$ cat config.mk
export PLATFORM = sky130hd
export DESIGN_NAME = sinc_rate_timing
export DESIGN_NICKNAME = d
export VERILOG_FILES = /design/src/pkg/sinc_rate_pkg.sv /design/src/verilog/period_counter.sv /design/src/verilog/sinc_rate_timing.sv
export SDC_FILE = /design/constraint.sdc
export NUM_CORES = 1
export LEC_CHECK = 0
export ABC_CLOCK_PERIOD_IN_PS = 3900
export BUFFER_PORTS_ARGS = -buffer_cell sky130_fd_sc_hd__buf_4
export CAP_MARGIN = 20
export CORE_MARGIN = 8
export CORE_UTILIZATION = 50
export CTS_BUF_LIST = sky130_fd_sc_hd__clkbuf_4 sky130_fd_sc_hd__clkbuf_8
export DETAILED_ROUTE_END_ITERATION = 6
export PLACE_DENSITY = 0.69
export SKIP_LAST_GASP = 1
export SYNTH_ARGS = -nofsm -noshare
export SYNTH_HDL_FRONTEND = slang
export SYNTH_SLANG_ARGS = --single-unit
$ cat constraint.sdc
create_clock -name clk_sys -period 3.9 [get_ports clk_sys]
set_input_delay 0.585 -clock clk_sys [delete_from_list [all_inputs] [get_ports clk_sys]]
set_output_delay 0.585 -clock clk_sys [all_outputs]
set_load 0.01 [all_outputs]
$ cat src/pkg/sinc_rate_pkg.sv
// constants for the sinc filter conversion pacing block
package sinc_rate_pkg;
	localparam int DIV_W = 10;
	localparam logic [9:0] DIV_MIN = 10'h001;
	localparam logic [9:0] DIV_MAX = 10'h3ff;
	localparam logic [9:0] DIV_RESET = 10'h060;
	localparam int MODE_DIV_LSB = 0;
	localparam int MODE_ZERO_LAT_BIT = 11;
	localparam logic [2:0] ORDER_SINC3 = 3'h3;
	localparam logic [2:0] ORDER_SINC4 = 3'h4;
	localparam logic [10:0] DECIM_BASE = 11'h400;
	localparam logic [1:0] CHOP_SETTLE_PERIODS = 2'h2;
	localparam int CNT_W = 24;
	localparam int CLK_MHZ = 50;
	typedef enum logic [1:0] {
		ST_IDLE,
		ST_SETTLE,
		ST_RUN
	} pace_state_e;
endpackage : sinc_rate_pkg

$ cat src/verilog/period_counter.sv
// free counter that pulses when a programmed period has elapsed
`timescale 1ns/100ps
module period_counter
	import sinc_rate_pkg::*;
(
	input wire logic clk_sys,
	input wire logic sys_rst,
	input wire logic restart,
	input wire logic run,
	input wire logic [CNT_W-1:0] period,
	output logic tick
);
	logic [CNT_W-1:0] count_reg;

	always_ff @(posedge clk_sys or posedge sys_rst)
	begin
		if (sys_rst)
			count_reg <= '0;
		else if (restart || !run)
			count_reg <= '0;
		else if (count_reg + 24'h000001 >= period)
			count_reg <= '0;
		else
			count_reg <= count_reg + 24'h000001;
	end

	assign tick = run && !restart && (count_reg + 24'h000001 >= period);
endmodule : period_counter

$ cat src/verilog/sinc_rate_timing.sv
// conversion pacing and settling control of the decimation filter
`timescale 1ns/100ps
// Functional notes
// - chop sinc3 output word every 3*1024*divider master clocks
// - divider is ten bits, legal 1..1023; zero treated as 1
// - chop settling lasts two output word periods
// - channel change resets modulator and filter before new conversion
// - first result after full settling, then one per output period
// - input step never restarts the filter; results keep coming
// - step reflected no sooner than second result after the step
// - step during conversion: third result is first settled one
// - dual mains notch bit alters response only, not rate
// - multichannel throughput is rate over 4, 3 or 2
// - zero latency: every result settled, rate equals throughput
// - chop alternates polarity and averages consecutive conversions
// - zero latency bit 11 gives full settling to every conversion
module sinc_rate_timing
	import sinc_rate_pkg::*;
(
	input wire logic clk_sys,
	input wire logic sys_rst,
	input wire logic enable,
	input wire logic [11:0] mode_word,
	input wire logic chop_enable,
	input wire logic sinc4_select,
	input wire logic dual_mains_notch_select,
	input wire logic [1:0] channel_select,
	input wire logic multi_channel,
	input wire logic input_step,
	output logic modulator_reset,
	output logic filter_reset,
	output logic chop_polarity,
	output logic average_enable,
	output logic result_ready,
	output logic result_settled,
	output logic notch_mode,
	output logic [1:0] result_channel,
	output logic [1:0] results_since_step,
	output logic divider_illegal,
	output logic high_rate_hint
);
	// ----------------------------------------------------------------
	// rate decode
	// ----------------------------------------------------------------
	logic [9:0] divider;
	logic zero_latency;
	logic [2:0] order;
	logic [CNT_W-1:0] word_period;
	logic [CNT_W-1:0] conv_period;

	function automatic logic [CNT_W-1:0] cycles_of(
		input logic [2:0] ord,
		input logic [9:0] div
	);
		logic [CNT_W-1:0] p;
		p = CNT_W'(ord) * CNT_W'(DECIM_BASE) * CNT_W'(div);
		return p;
	endfunction : cycles_of

	assign divider = (mode_word[MODE_DIV_LSB +: DIV_W] == 10'h000) ?
		DIV_MIN : mode_word[MODE_DIV_LSB +: DIV_W];
	assign divider_illegal = (mode_word[MODE_DIV_LSB +: DIV_W] == 10'h000);
	assign zero_latency = mode_word[MODE_ZERO_LAT_BIT];
	assign order = sinc4_select ? ORDER_SINC4 : ORDER_SINC3;
	// notch bit never enters the period: rate stays the same
	assign word_period = cycles_of(order, divider);
	// settled conversions needed before a fresh word: chop 2, else order
	assign conv_period = word_period;
	assign notch_mode = dual_mains_notch_select;
	// sinc4 is advised above 1 khz: divider of 16 or less at 50 mhz
	assign high_rate_hint = !sinc4_select && (divider < 10'h011);

	// ----------------------------------------------------------------
	// channel change detection
	// ----------------------------------------------------------------
	logic [1:0] chan_reg;
	logic chan_change;
	logic restart;

	always_ff @(posedge clk_sys or posedge sys_rst)
	begin
		if (sys_rst)
			chan_reg <= 2'h0;
		else
			chan_reg <= channel_select;
	end

	assign chan_change = enable && (channel_select != chan_reg);
	// step is deliberately not part of restart: the filter runs on
	assign restart = chan_change || !enable;

	// ----------------------------------------------------------------
	// pacing state
	// ----------------------------------------------------------------
	pace_state_e state_reg;
	logic [2:0] settle_cnt_reg;
	logic [2:0] settle_need;
	logic tick;
	logic full_settle;

	period_counter u_period (
		.clk_sys(clk_sys),
		.sys_rst(sys_rst),
		.restart(restart),
		.run(enable),
		.period(conv_period),
		.tick(tick)
	);

	// zero latency and sequencing both demand a full settle every word
	assign full_settle = zero_latency || multi_channel;
	assign settle_need = chop_enable ? {1'b0, CHOP_SETTLE_PERIODS} :
		order;

	always_ff @(posedge clk_sys or posedge sys_rst)
	begin
		if (sys_rst)
			state_reg <= ST_IDLE;
		else if (!enable)
			state_reg <= ST_IDLE;
		else if (chan_change)
			state_reg <= ST_SETTLE;
		else
		begin
			case (state_reg)
				ST_IDLE:
					state_reg <= ST_SETTLE;
				ST_SETTLE:
					if (tick && settle_cnt_reg + 3'h1 >= settle_need
						&& !full_settle)
						state_reg <= ST_RUN;
				ST_RUN:
					if (full_settle)
						state_reg <= ST_SETTLE;
				default:
					state_reg <= ST_IDLE;
			endcase
		end
	end

	always_ff @(posedge clk_sys or posedge sys_rst)
	begin
		if (sys_rst)
			settle_cnt_reg <= 3'h0;
		else if (restart || state_reg != ST_SETTLE)
			settle_cnt_reg <= 3'h0;
		else if (tick)
		begin
			if (settle_cnt_reg + 3'h1 >= settle_need)
				settle_cnt_reg <= 3'h0;
			else
				settle_cnt_reg <= settle_cnt_reg + 3'h1;
		end
	end

	// ----------------------------------------------------------------
	// reset pulses and results
	// ----------------------------------------------------------------
	logic word_done;

	assign word_done = tick && ((state_reg == ST_RUN) ||
		(state_reg == ST_SETTLE && settle_cnt_reg + 3'h1 >= settle_need));

	always_ff @(posedge clk_sys or posedge sys_rst)
	begin
		if (sys_rst)
		begin
			modulator_reset <= 1'b0;
			filter_reset <= 1'b0;
		end
		else
		begin
			modulator_reset <= chan_change;
			filter_reset <= chan_change;
		end
	end

	always_ff @(posedge clk_sys or posedge sys_rst)
	begin
		if (sys_rst)
		begin
			result_ready <= 1'b0;
			result_channel <= 2'h0;
		end
		else
		begin
			result_ready <= word_done;
			if (word_done)
				result_channel <= chan_reg;
		end
	end

	// chop polarity flips on every period tick, settling ones included; outputs averaged
	always_ff @(posedge clk_sys or posedge sys_rst)
	begin
		if (sys_rst)
			chop_polarity <= 1'b0;
		else if (restart)
			chop_polarity <= 1'b0;
		else if (chop_enable && tick)
			chop_polarity <= !chop_polarity;
	end

	assign average_enable = chop_enable;

	// ----------------------------------------------------------------
	// step tracking: count results after a step, flag settled
	// ----------------------------------------------------------------
	logic step_sync1_reg;
	logic step_sync2_reg;
	logic step_prev_reg;
	logic step_evt;
	logic step_async_reg;
	logic step_pending_reg;
	logic [1:0] step_need;

	always_ff @(posedge clk_sys or posedge sys_rst)
	begin
		if (sys_rst)
		begin
			step_sync1_reg <= 1'b0;
			step_sync2_reg <= 1'b0;
			step_prev_reg <= 1'b0;
		end
		else
		begin
			step_sync1_reg <= input_step;
			step_sync2_reg <= step_sync1_reg;
			step_prev_reg <= step_sync2_reg;
		end
	end

	assign step_evt = step_sync2_reg && !step_prev_reg;
	// step aligned to a word boundary needs 2, mid conversion needs 3
	assign step_need = step_async_reg ? 2'h3 : 2'h2;

	always_ff @(posedge clk_sys or posedge sys_rst)
	begin
		if (sys_rst)
		begin
			step_pending_reg <= 1'b0;
			step_async_reg <= 1'b0;
			results_since_step <= 2'h0;
		end
		else if (restart)
		begin
			step_pending_reg <= 1'b0;
			step_async_reg <= 1'b0;
			results_since_step <= 2'h0;
		end
		else if (step_evt)
		begin
			// new step wins over any count in progress
			step_pending_reg <= 1'b1;
			step_async_reg <= !word_done;
			results_since_step <= 2'h0;
		end
		else if (word_done && step_pending_reg)
		begin
			results_since_step <= results_since_step + 2'h1;
			if (results_since_step + 2'h1 >= step_need)
				step_pending_reg <= 1'b0;
		end
	end

	always_ff @(posedge clk_sys or posedge sys_rst)
	begin
		if (sys_rst)
			result_settled <= 1'b0;
		else if (word_done)
			result_settled <= full_settle || !step_pending_reg
				|| (results_since_step + 2'h1 >= step_need);
	end

	// ----------------------------------------------------------------
	// checks
	// ----------------------------------------------------------------
	property p_reset_on_change;
		@(posedge clk_sys) disable iff (sys_rst)
		chan_change |=> modulator_reset && filter_reset;
	endproperty
	a_reset_on_change: assert property (p_reset_on_change)
		else $error("channel change did not reset filter");

	property p_no_result_after_change;
		@(posedge clk_sys) disable iff (sys_rst)
		chan_change |=> !result_ready [*2];
	endproperty
	a_no_result_after_change: assert property (p_no_result_after_change)
		else $error("result too soon after channel change");

	property p_step_no_restart;
		@(posedge clk_sys) disable iff (sys_rst)
		(step_evt && !restart && state_reg == ST_RUN && !full_settle)
			|=> state_reg == ST_RUN;
	endproperty
	a_step_no_restart: assert property (p_step_no_restart)
		else $error("input step restarted the filter");

	property p_zero_lat_settled;
		@(posedge clk_sys) disable iff (sys_rst)
		(word_done && zero_latency) |=> result_settled;
	endproperty
	a_zero_lat_settled: assert property (p_zero_lat_settled)
		else $error("zero latency result not settled");

	property p_ready_pulse;
		@(posedge clk_sys) disable iff (sys_rst)
		result_ready && conv_period > 24'h000002 |=> !result_ready;
	endproperty
	a_ready_pulse: assert property (p_ready_pulse)
		else $error("result ready longer than one cycle");

	property p_chop_flip;
		@(posedge clk_sys) disable iff (sys_rst)
		(chop_enable && tick && !restart) |=>
			chop_polarity != $past(chop_polarity);
	endproperty
	a_chop_flip: assert property (p_chop_flip)
		else $error("chop polarity did not alternate");

	property p_step_first_unsettled;
		@(posedge clk_sys) disable iff (sys_rst)
		(word_done && step_pending_reg && results_since_step == 2'h0
			&& !full_settle && !step_evt) |=> !result_settled;
	endproperty
	a_step_first_unsettled: assert property (p_step_first_unsettled)
		else $error("first result after step marked settled");

	property p_period_value;
		@(posedge clk_sys) disable iff (sys_rst)
		!sinc4_select && !divider_illegal |-> word_period ==
			CNT_W'(mode_word[9:0]) * 24'h000c00;
	endproperty
	a_period_value: assert property (p_period_value)
		else $error("output word period wrong");

	c_change: cover property (@(posedge clk_sys) chan_change);
	c_result: cover property (@(posedge clk_sys) result_ready);
	c_step: cover property (@(posedge clk_sys) step_evt && step_pending_reg);
endmodule : sinc_rate_timing

==> results of run 1 <==
## path summary, 6_finish.rpt
kind,startpoint,to,cells after the start
setup / recovery,mode_word[1],settle_cnt_reg[2],24
min in group asynchronous,sys_rst,u_period.count_reg[0],3
setup reg to reg,u_period.count_reg[1],settle_cnt_reg[2],17
hold reg to reg,step_sync1_reg,step_sync2_reg,0
hold / removal,step_sync1_reg,step_sync2_reg,0
max in group asynchronous,sys_rst,u_period.count_reg[13],3
## per-layer routing
layer | part of all wire, % | up-vias | track usage [%]
met3 | 3.3 | 13 | 3.20
met5 | 0 | - | 0
met2 | 51 | 51 | 29.6
met1 | 45 | 1330 | 21.5
met4 | 1.2 | 0 | 3.97
li1 | - | 1417 | -
## worst max-delay path, delay by kind of cell
| kind | cells | cell delay (ps) |
|---|---|---|
| AND/OR/NAND/NOR | 7 | 1680 |
| buffers and inverters | 3 | 350 |
| adder cells (fa/ha/maj) | 4 | 1000 |
| XOR/XNOR | 1 | 130 |
| AO/OA/AOI/OAI | 9 | 1370 |
## where the power goes
part           switching (mW)  internal [mW]  total, mW
clock network           0.155          0.121      0.276
registers             0.00693          0.468      0.475
logic                   0.145          0.158      0.303
## kinds of logic (layout without fill, tap and decap cells)
| group | Yosys count | after routing | synth area share, % |
|---|---|---|---|
| fa+ha+maj | 39 | 39 | 15.4 |
| simple gates | 142 | 142 | 23.7 |
| xor+xnor | 34 | 34 | 9.26 |
| other cells | 1 | 1 | 0.117 |
| buf+inv | 30 | 131 | 3.89 |
| mux | 5 | 5 | 1.71 |
| compound gates | 52 | 52 | 11.6 |
| flops | 44 | 44 | 34.3 |
## per-stage QoR
stage / std cells / cell area (um2) / util (%)
finish: 525 / 4480 / 71.3
global route: 525 / 4480 / 71.3
CTS: 517 / 4330 / 68.9
detailed placement: 485 / 3920 / 62.5
global placement: 485 / 3920 / 62.5
floorplan: 347 / 3330 / -
## cells in the final DEF (no fill, tap or decap), drive strengths merged, types with 7 or more instances in the layout
| master | count |
|---|---|
| a21o | 13 |
| dfrtp | 44 |
| nor2b | 13 |
| buf | 113 |
| xor2 | 17 |
| inv | 11 |
| nand4 | 10 |
| nor2 | 37 |
| xnor2 | 17 |
| and3 | 15 |
| a21oi | 12 |
| nand2 | 21 |
| nor3 | 8 |
| ha | 38 |
| nand2b | 7 |
| nand3 | 14 |
## layout make-up
class,instances,area share (%)
repair buffers,113,19.8
clock buffers,5,1.54
multi-input cells,273,50.7
flip-flops and latches,44,24.6
clock inverters,2,0.280
well taps,77,2.15
inverters,11,0.923
## repair_timing
action	4_1_cts	5_1_grt
pin swaps	20	18
endpoints found under the setup margin	37	37
gates resized for setup	33	20
buffers inserted	24	10
cloned	1	0
==> key figures, run 1 <==
Critical path
  – Slowest cell on crit path: or4_4
  – Setup slack, reg-to-reg: around 50 ps
  – CP Class: primary input to flip-flop
  – Cells along the critical path: buf_6 > or4_4 > nor3_4 > nor2_2 > a21oi_2 > ha_4 > ha_4 > fa_2 > a21o_1 > a21oi_2 > o21bai_1 > a21oi_2 > o21ai_2 > xnor2_1 > ha_1 > nand3_2 > buf_4 > buf_6 > nor2_1 > o31ai_2 > o211ai_1 > nor3_4 > or4b_4 > a211oi_2
  – CP Launch Type: primary input
  – Worst Path Max Fanout: 5
  – Req. time, crit path: 4120 ps
  – Crit end category: flip-flop
  – Worst Path Arrival: 5150 ps
  – Most used cell, CP: a21oi_2
  – Slowest cell delay on critical path: between 500 and 600 ps

STA
  – # setup viols final: 37
  – Slew Limit Fails: 0
  – Hold slack: ~360 ps
  – Period utilization: 126%
  – Hold Violations, Final: 0
  – Post-route clock skew: approximately 5.4 ps
  – Min Tclk post-route: 4930 ps
  – FMAX: between 0.2 and 0.25 GHz
  – Slack of the critical path: -1030 ps
  – Worst-margin pin slew: 750 ps
  – Slew headroom: about half
  – RSZ-0062 raised after global routing: yes
  – TNS Setup: -32230 ps

CTS
  – Longest Clk Path Bufs: 2
  – Clk root buf: clkbuf_8
  – CTS sink count: 44
  – Inserted Clock Buffers: 5
  – Worst-Skew Late Latency: roughly 300 ps
  – CTS tree: built
  – Clock slew at reported path FFs: about 80 ps
  – Clock H-tree levels: 2
  – CTS Hold Buffers Added: 0

Synthesis
  – Synth Net Count: ~400
  – Synth async-reset ratio: 100%
  – EDFF count, synth: 0
  – Sequential area share after synthesis: around 34%
  – Ys flop type: dfrtp_1
  – Commonest cells post-synth: dfrtp_1 (44), ha_1 (38), nor2_1 (37)
  – Ys Warns: 0
  – Synthesized area per cell: just over 9 um2
  – Synth Instances: 347
  – Synth area leaders: dfrtp_1 (34%), ha_1 (15%), xnor2_1 (4.6%), xor2_1 (4.6%), nor2_1 (4.3%)
  – Mapped Area: roughly 3200 um2
  – Top-area cell type share of the netlist area: around 34%
  – Most frequent cell after synthesis: dfrtp_1
  – Post-synth top area cell: dfrtp_1
  – Distinct cells, synth: 49
  – Post-synthesis register bit count: between 40 and 50

GRT
  – Remaining Overflow, GRT: 0
  – Largest net degree at the start of global routing: 45
  – Initial antenna violation count: 0
  – Vias in the first global route: around 2800
  – Overall routing resource usage: between 10% and 20%
  – First-pass GRT wire length: around 13 mm

Outcome
  – Run status: finished, violations left
  – Failing checks: negative setup slack

Die
  – Io pins: 35
  – Starting Density: around 50%
  – DIE AREA: between 9000 and 10000 um2
  – Height of the die: 96.2 um
  – FP Rows: 29
  – Die X: between 90 and 100 um
  – Total core area: 6280 um2

Power and ir drop
  – P_leak: around 2.2 nW
  – VDD IR max: between 0.15 and 0.2 mV
  – PD cells: between 200 and 250 nW/um2
  – Total power: 1.05 mW

Final layout
  – Multi-input logic area: ~2300 um2
  – Fillers: 485
  – Layout area overhead: 39.2%
  – Max FFs per register: 24
  – # nets final: between 500 and 600
  – Reg area: 1100 um2
  – Ant diodes: 0
  – Share of layout cells above drive strength 1: 38.6%

Detailed routing
  – Post-route DRC: 0
  – Drt pass-1 iters: 4
  – DRT iter0 DRCs: between 90 and 100
  – Via count: roughly 2800
  – Routed wire length per instance: about 14 um
  – DRT antenna net count: 0
  – DR vias/cell: 5.35
  – WL final: approximately 7.6 mm

Placement
  – DP HPWL: approximately 5.4 mm
  – GP Congestion: about 0.85
  – Setup WS pre-CTS: -1590 ps
  – I/O Buffers: 31

Worst hold path
  – Worst Hold Class: flip-flop to flip-flop

Flow run
  – MaxCap Viol Count: 0
No activity file was read; power rests on OpenSTA's default activity.
==> inputs of run 2 (changes only) <==
- CORE_MARGIN: 8 -> 1
==> key figures, run 2 (synthesis gave the netlist of run 1 again) <==
CTS
  – CTS tree: built
  – CTS Hold Buffers Added: 0 (unchanged)
  – Clock H-tree levels: 2 (unchanged)
  – Longest Clk Path Bufs: 2 (unchanged)
  – Worst-Skew Late Latency: 310 ps (about the same)
  – CTS sink count: 44 (unchanged)
  – Clk root buf: clkbuf_8
  – Inserted Clock Buffers: 5 (unchanged)
  – Clock slew at reported path FFs: 90 ps (about the same)

Power and ir drop
  – Combinational share of power: 26.3% (-2.5 points)
  – P_int: 816 uW (+9.2%)
  – Sw Share: 28.3% (-0.80 points)
  – VDD IR max: 0.195 mV (+0.90%)
  – Total power: 1.14 mW (+8.0%)
  – Clock share of power: 32.1% (+5.9 points)
  – PD cells: 257 nW/um2 (+9.4%)
  – P_sw: 322 uW (+5.0%)
  – Seq pwr share: 41.7% (-3.4 points)
  – P_leak: 2.21 nW (-0.57%)

Detailed routing
  – Via count: 2855 (+1.6%)
  – Routed wire length per instance: 14.9 um (+2.9%)
  – DR vias/cell: 5.51 (+2.9%)
  – DRT iter0 DRCs: 79 (-17%)
  – WL final: 7.73 mm (+1.6%)
  – Drt pass-1 iters: 4 (unchanged)
  – DRT antenna net count: 0 (unchanged)
  – Post-route DRC: 0 (unchanged)

Placement
  – I/O Buffers: 31 (unchanged)
  – DP HPWL: 5.07 mm (-6.3%)
  – Setup WS pre-CTS: -1590 ps (+6.63 ps)
  – GP Congestion: 0.839 (-0.80%)

Critical path
  – Worst Path Arrival: 5170 ps (+20 ps)
  – CP Class: primary input to flip-flop
  – Crit end category: flip-flop
  – Worst Path Max Fanout: 5 (unchanged)
  – Req. time, crit path: 4130 ps (about the same)
  – Setup slack, reg-to-reg: 160 ps (+110 ps)
  – CP Launch Type: primary input

STA
  – Slew Limit Fails: 0 (unchanged)
  – FMAX: 0.202 GHz (-0.21%)
  – RSZ-0062 raised after global routing: yes
  – Period utilization: 127% (+0.26 points)
  – Slew headroom: 46.5% (-3.5 points)
  – Min Tclk post-route: 4940 ps (+10.2 ps)
  – Hold Violations, Final: 0 (unchanged)
  – Slack of the critical path: -1040 ps (-10.2 ps)
  – Worst-margin pin slew: 802 ps (+52.1 ps)
  – Post-route clock skew: 2.17 ps (-3.24 ps)
  – # setup viols final: 37 (unchanged)

Final layout
  – Multi-input logic area: 2210 um2 (-2.8%)
  – # nets final: 503 (-1.2%)
  – Reg area: 1100 um2 (unchanged)
  – Layout area overhead: 37.5%
  – Most common cell after layout, fill and taps aside: buf_4
  – Max FFs per register: 24 (unchanged)
  – Ant diodes: 0 (unchanged)
  – Final Util: 72.9% (+1.6 points)
  – Fillers: 422 (-13%)
  – Share of layout cells above drive strength 1: 34.5% (-4.1 points)
  – Most frequent cells in the layout: buf_4 (98), dfrtp_1 (44), ha_1 (34)

Die
  – Die X: 82.2 um (-15%)
  – Io pins: 35 (unchanged)
  – Starting Density: 53.0% (+1.8 points)
  – Height of the die: 82.2 um (-15%)
  – FP Rows: 28 (-3.4%)
  – DIE AREA: 6750 um2 (-27%)
  – Total core area: 6060 um2 (-3.4%)

Outcome
  – Failing checks: negative setup slack
  – Run status: finished, violations left

GRT
  – Largest net degree at the start of global routing: 45 (unchanged)
  – Remaining Overflow, GRT: 0 (unchanged)
  – Overall routing resource usage: 25.3% (+8.1 points)
  – First-pass GRT wire length: 12.9 mm (+1.7%)
  – Vias in the first global route: 2883 (+2.4%)
  – Initial antenna violation count: 0 (unchanged)

Flow run
  – MaxCap Viol Count: 0 (unchanged)

Worst hold path
  – Worst Hold Class: flip-flop to flip-flop
## run 2: critical path: stages
cell and delay (ps):
buf_6 90, or4_4 550, nor3_4 150, nor2_2 70
a21oi_2 200, ha_4 240, ha_4 160, fa_2 340
a21o_1 180, a21oi_2 150, o21bai_1 100, a21oi_2 210
o21ai_2 90, a21oi_1 160, or2_4 150, ha_4 130
nand3_2 90, nor4b_2 260, nand4_1 170, a2111oi_4 310
nor3_4 100, or4b_1 500, a211oi_2 180
## run 2: area by class of cell
cell class                 count  area share (%)
timing repair buffer         107            19.5
clock buffer                   5            1.56
multi-input combinational    273            49.9
clock inverter                 3            1.05
inverter                      11           0.934
tap                           75            2.12
sequential                    44            24.9
## run 2: per-layer routing
metal	GRT usage, %	wire (um)
met5	0	0
met3	5.71	268
met4	6.84	131
met2	44.8	3970
met1	30.6	3350
## run 2: worst paths after layout
kind / depth (start not counted) / start / endpoint
max: 23 / mode_word[2] / settle_cnt_reg[2]
min: 0 / step_sync1_reg / step_sync2_reg
max reg2reg: 17 / u_period.count_reg[6] / result_settled
min reg2reg: 0 / step_sync1_reg / step_sync2_reg
max in group asynchronous: 3 / sys_rst / u_period.count_reg[8]
min in group asynchronous: 3 / sys_rst / u_period.count_reg[4]
## run 2: power by group through the flow
stage          registers [mW]  logic, mW  clock network (mW)
6_report                0.474      0.299               0.365
5_1_grt                 0.476      0.332               0.391
4_1_cts                 0.474      0.291               0.371
3_5_place_dp            0.483      0.260                   0
3_3_place_gp            0.483      0.254                   0
2_1_floorplan           0.486      0.154                   0
## run 2: per-stage QoR
stage               setup TNS (ps)  instance area (um2)  instances  hold WS (ps)
floorplan                   -36600                 3330        347           331
global placement            -45080                 3920        481           332
detailed placement          -50530                 3920        481           336
CTS                         -33410                 4390        517           358
global route                -45520                 4420        518           361
finish                      -33780                 4420        518           354
## run 2: repair_timing
action | in CTS | in global routing
endpoints found under the hold margin | 0 | 0
gates resized for setup | 29 | 7
pin swaps | 20 | 4
gates cloned | 2 | 0
setup buffers | 27 | 2
setup endpoints to repair | 37 | 37
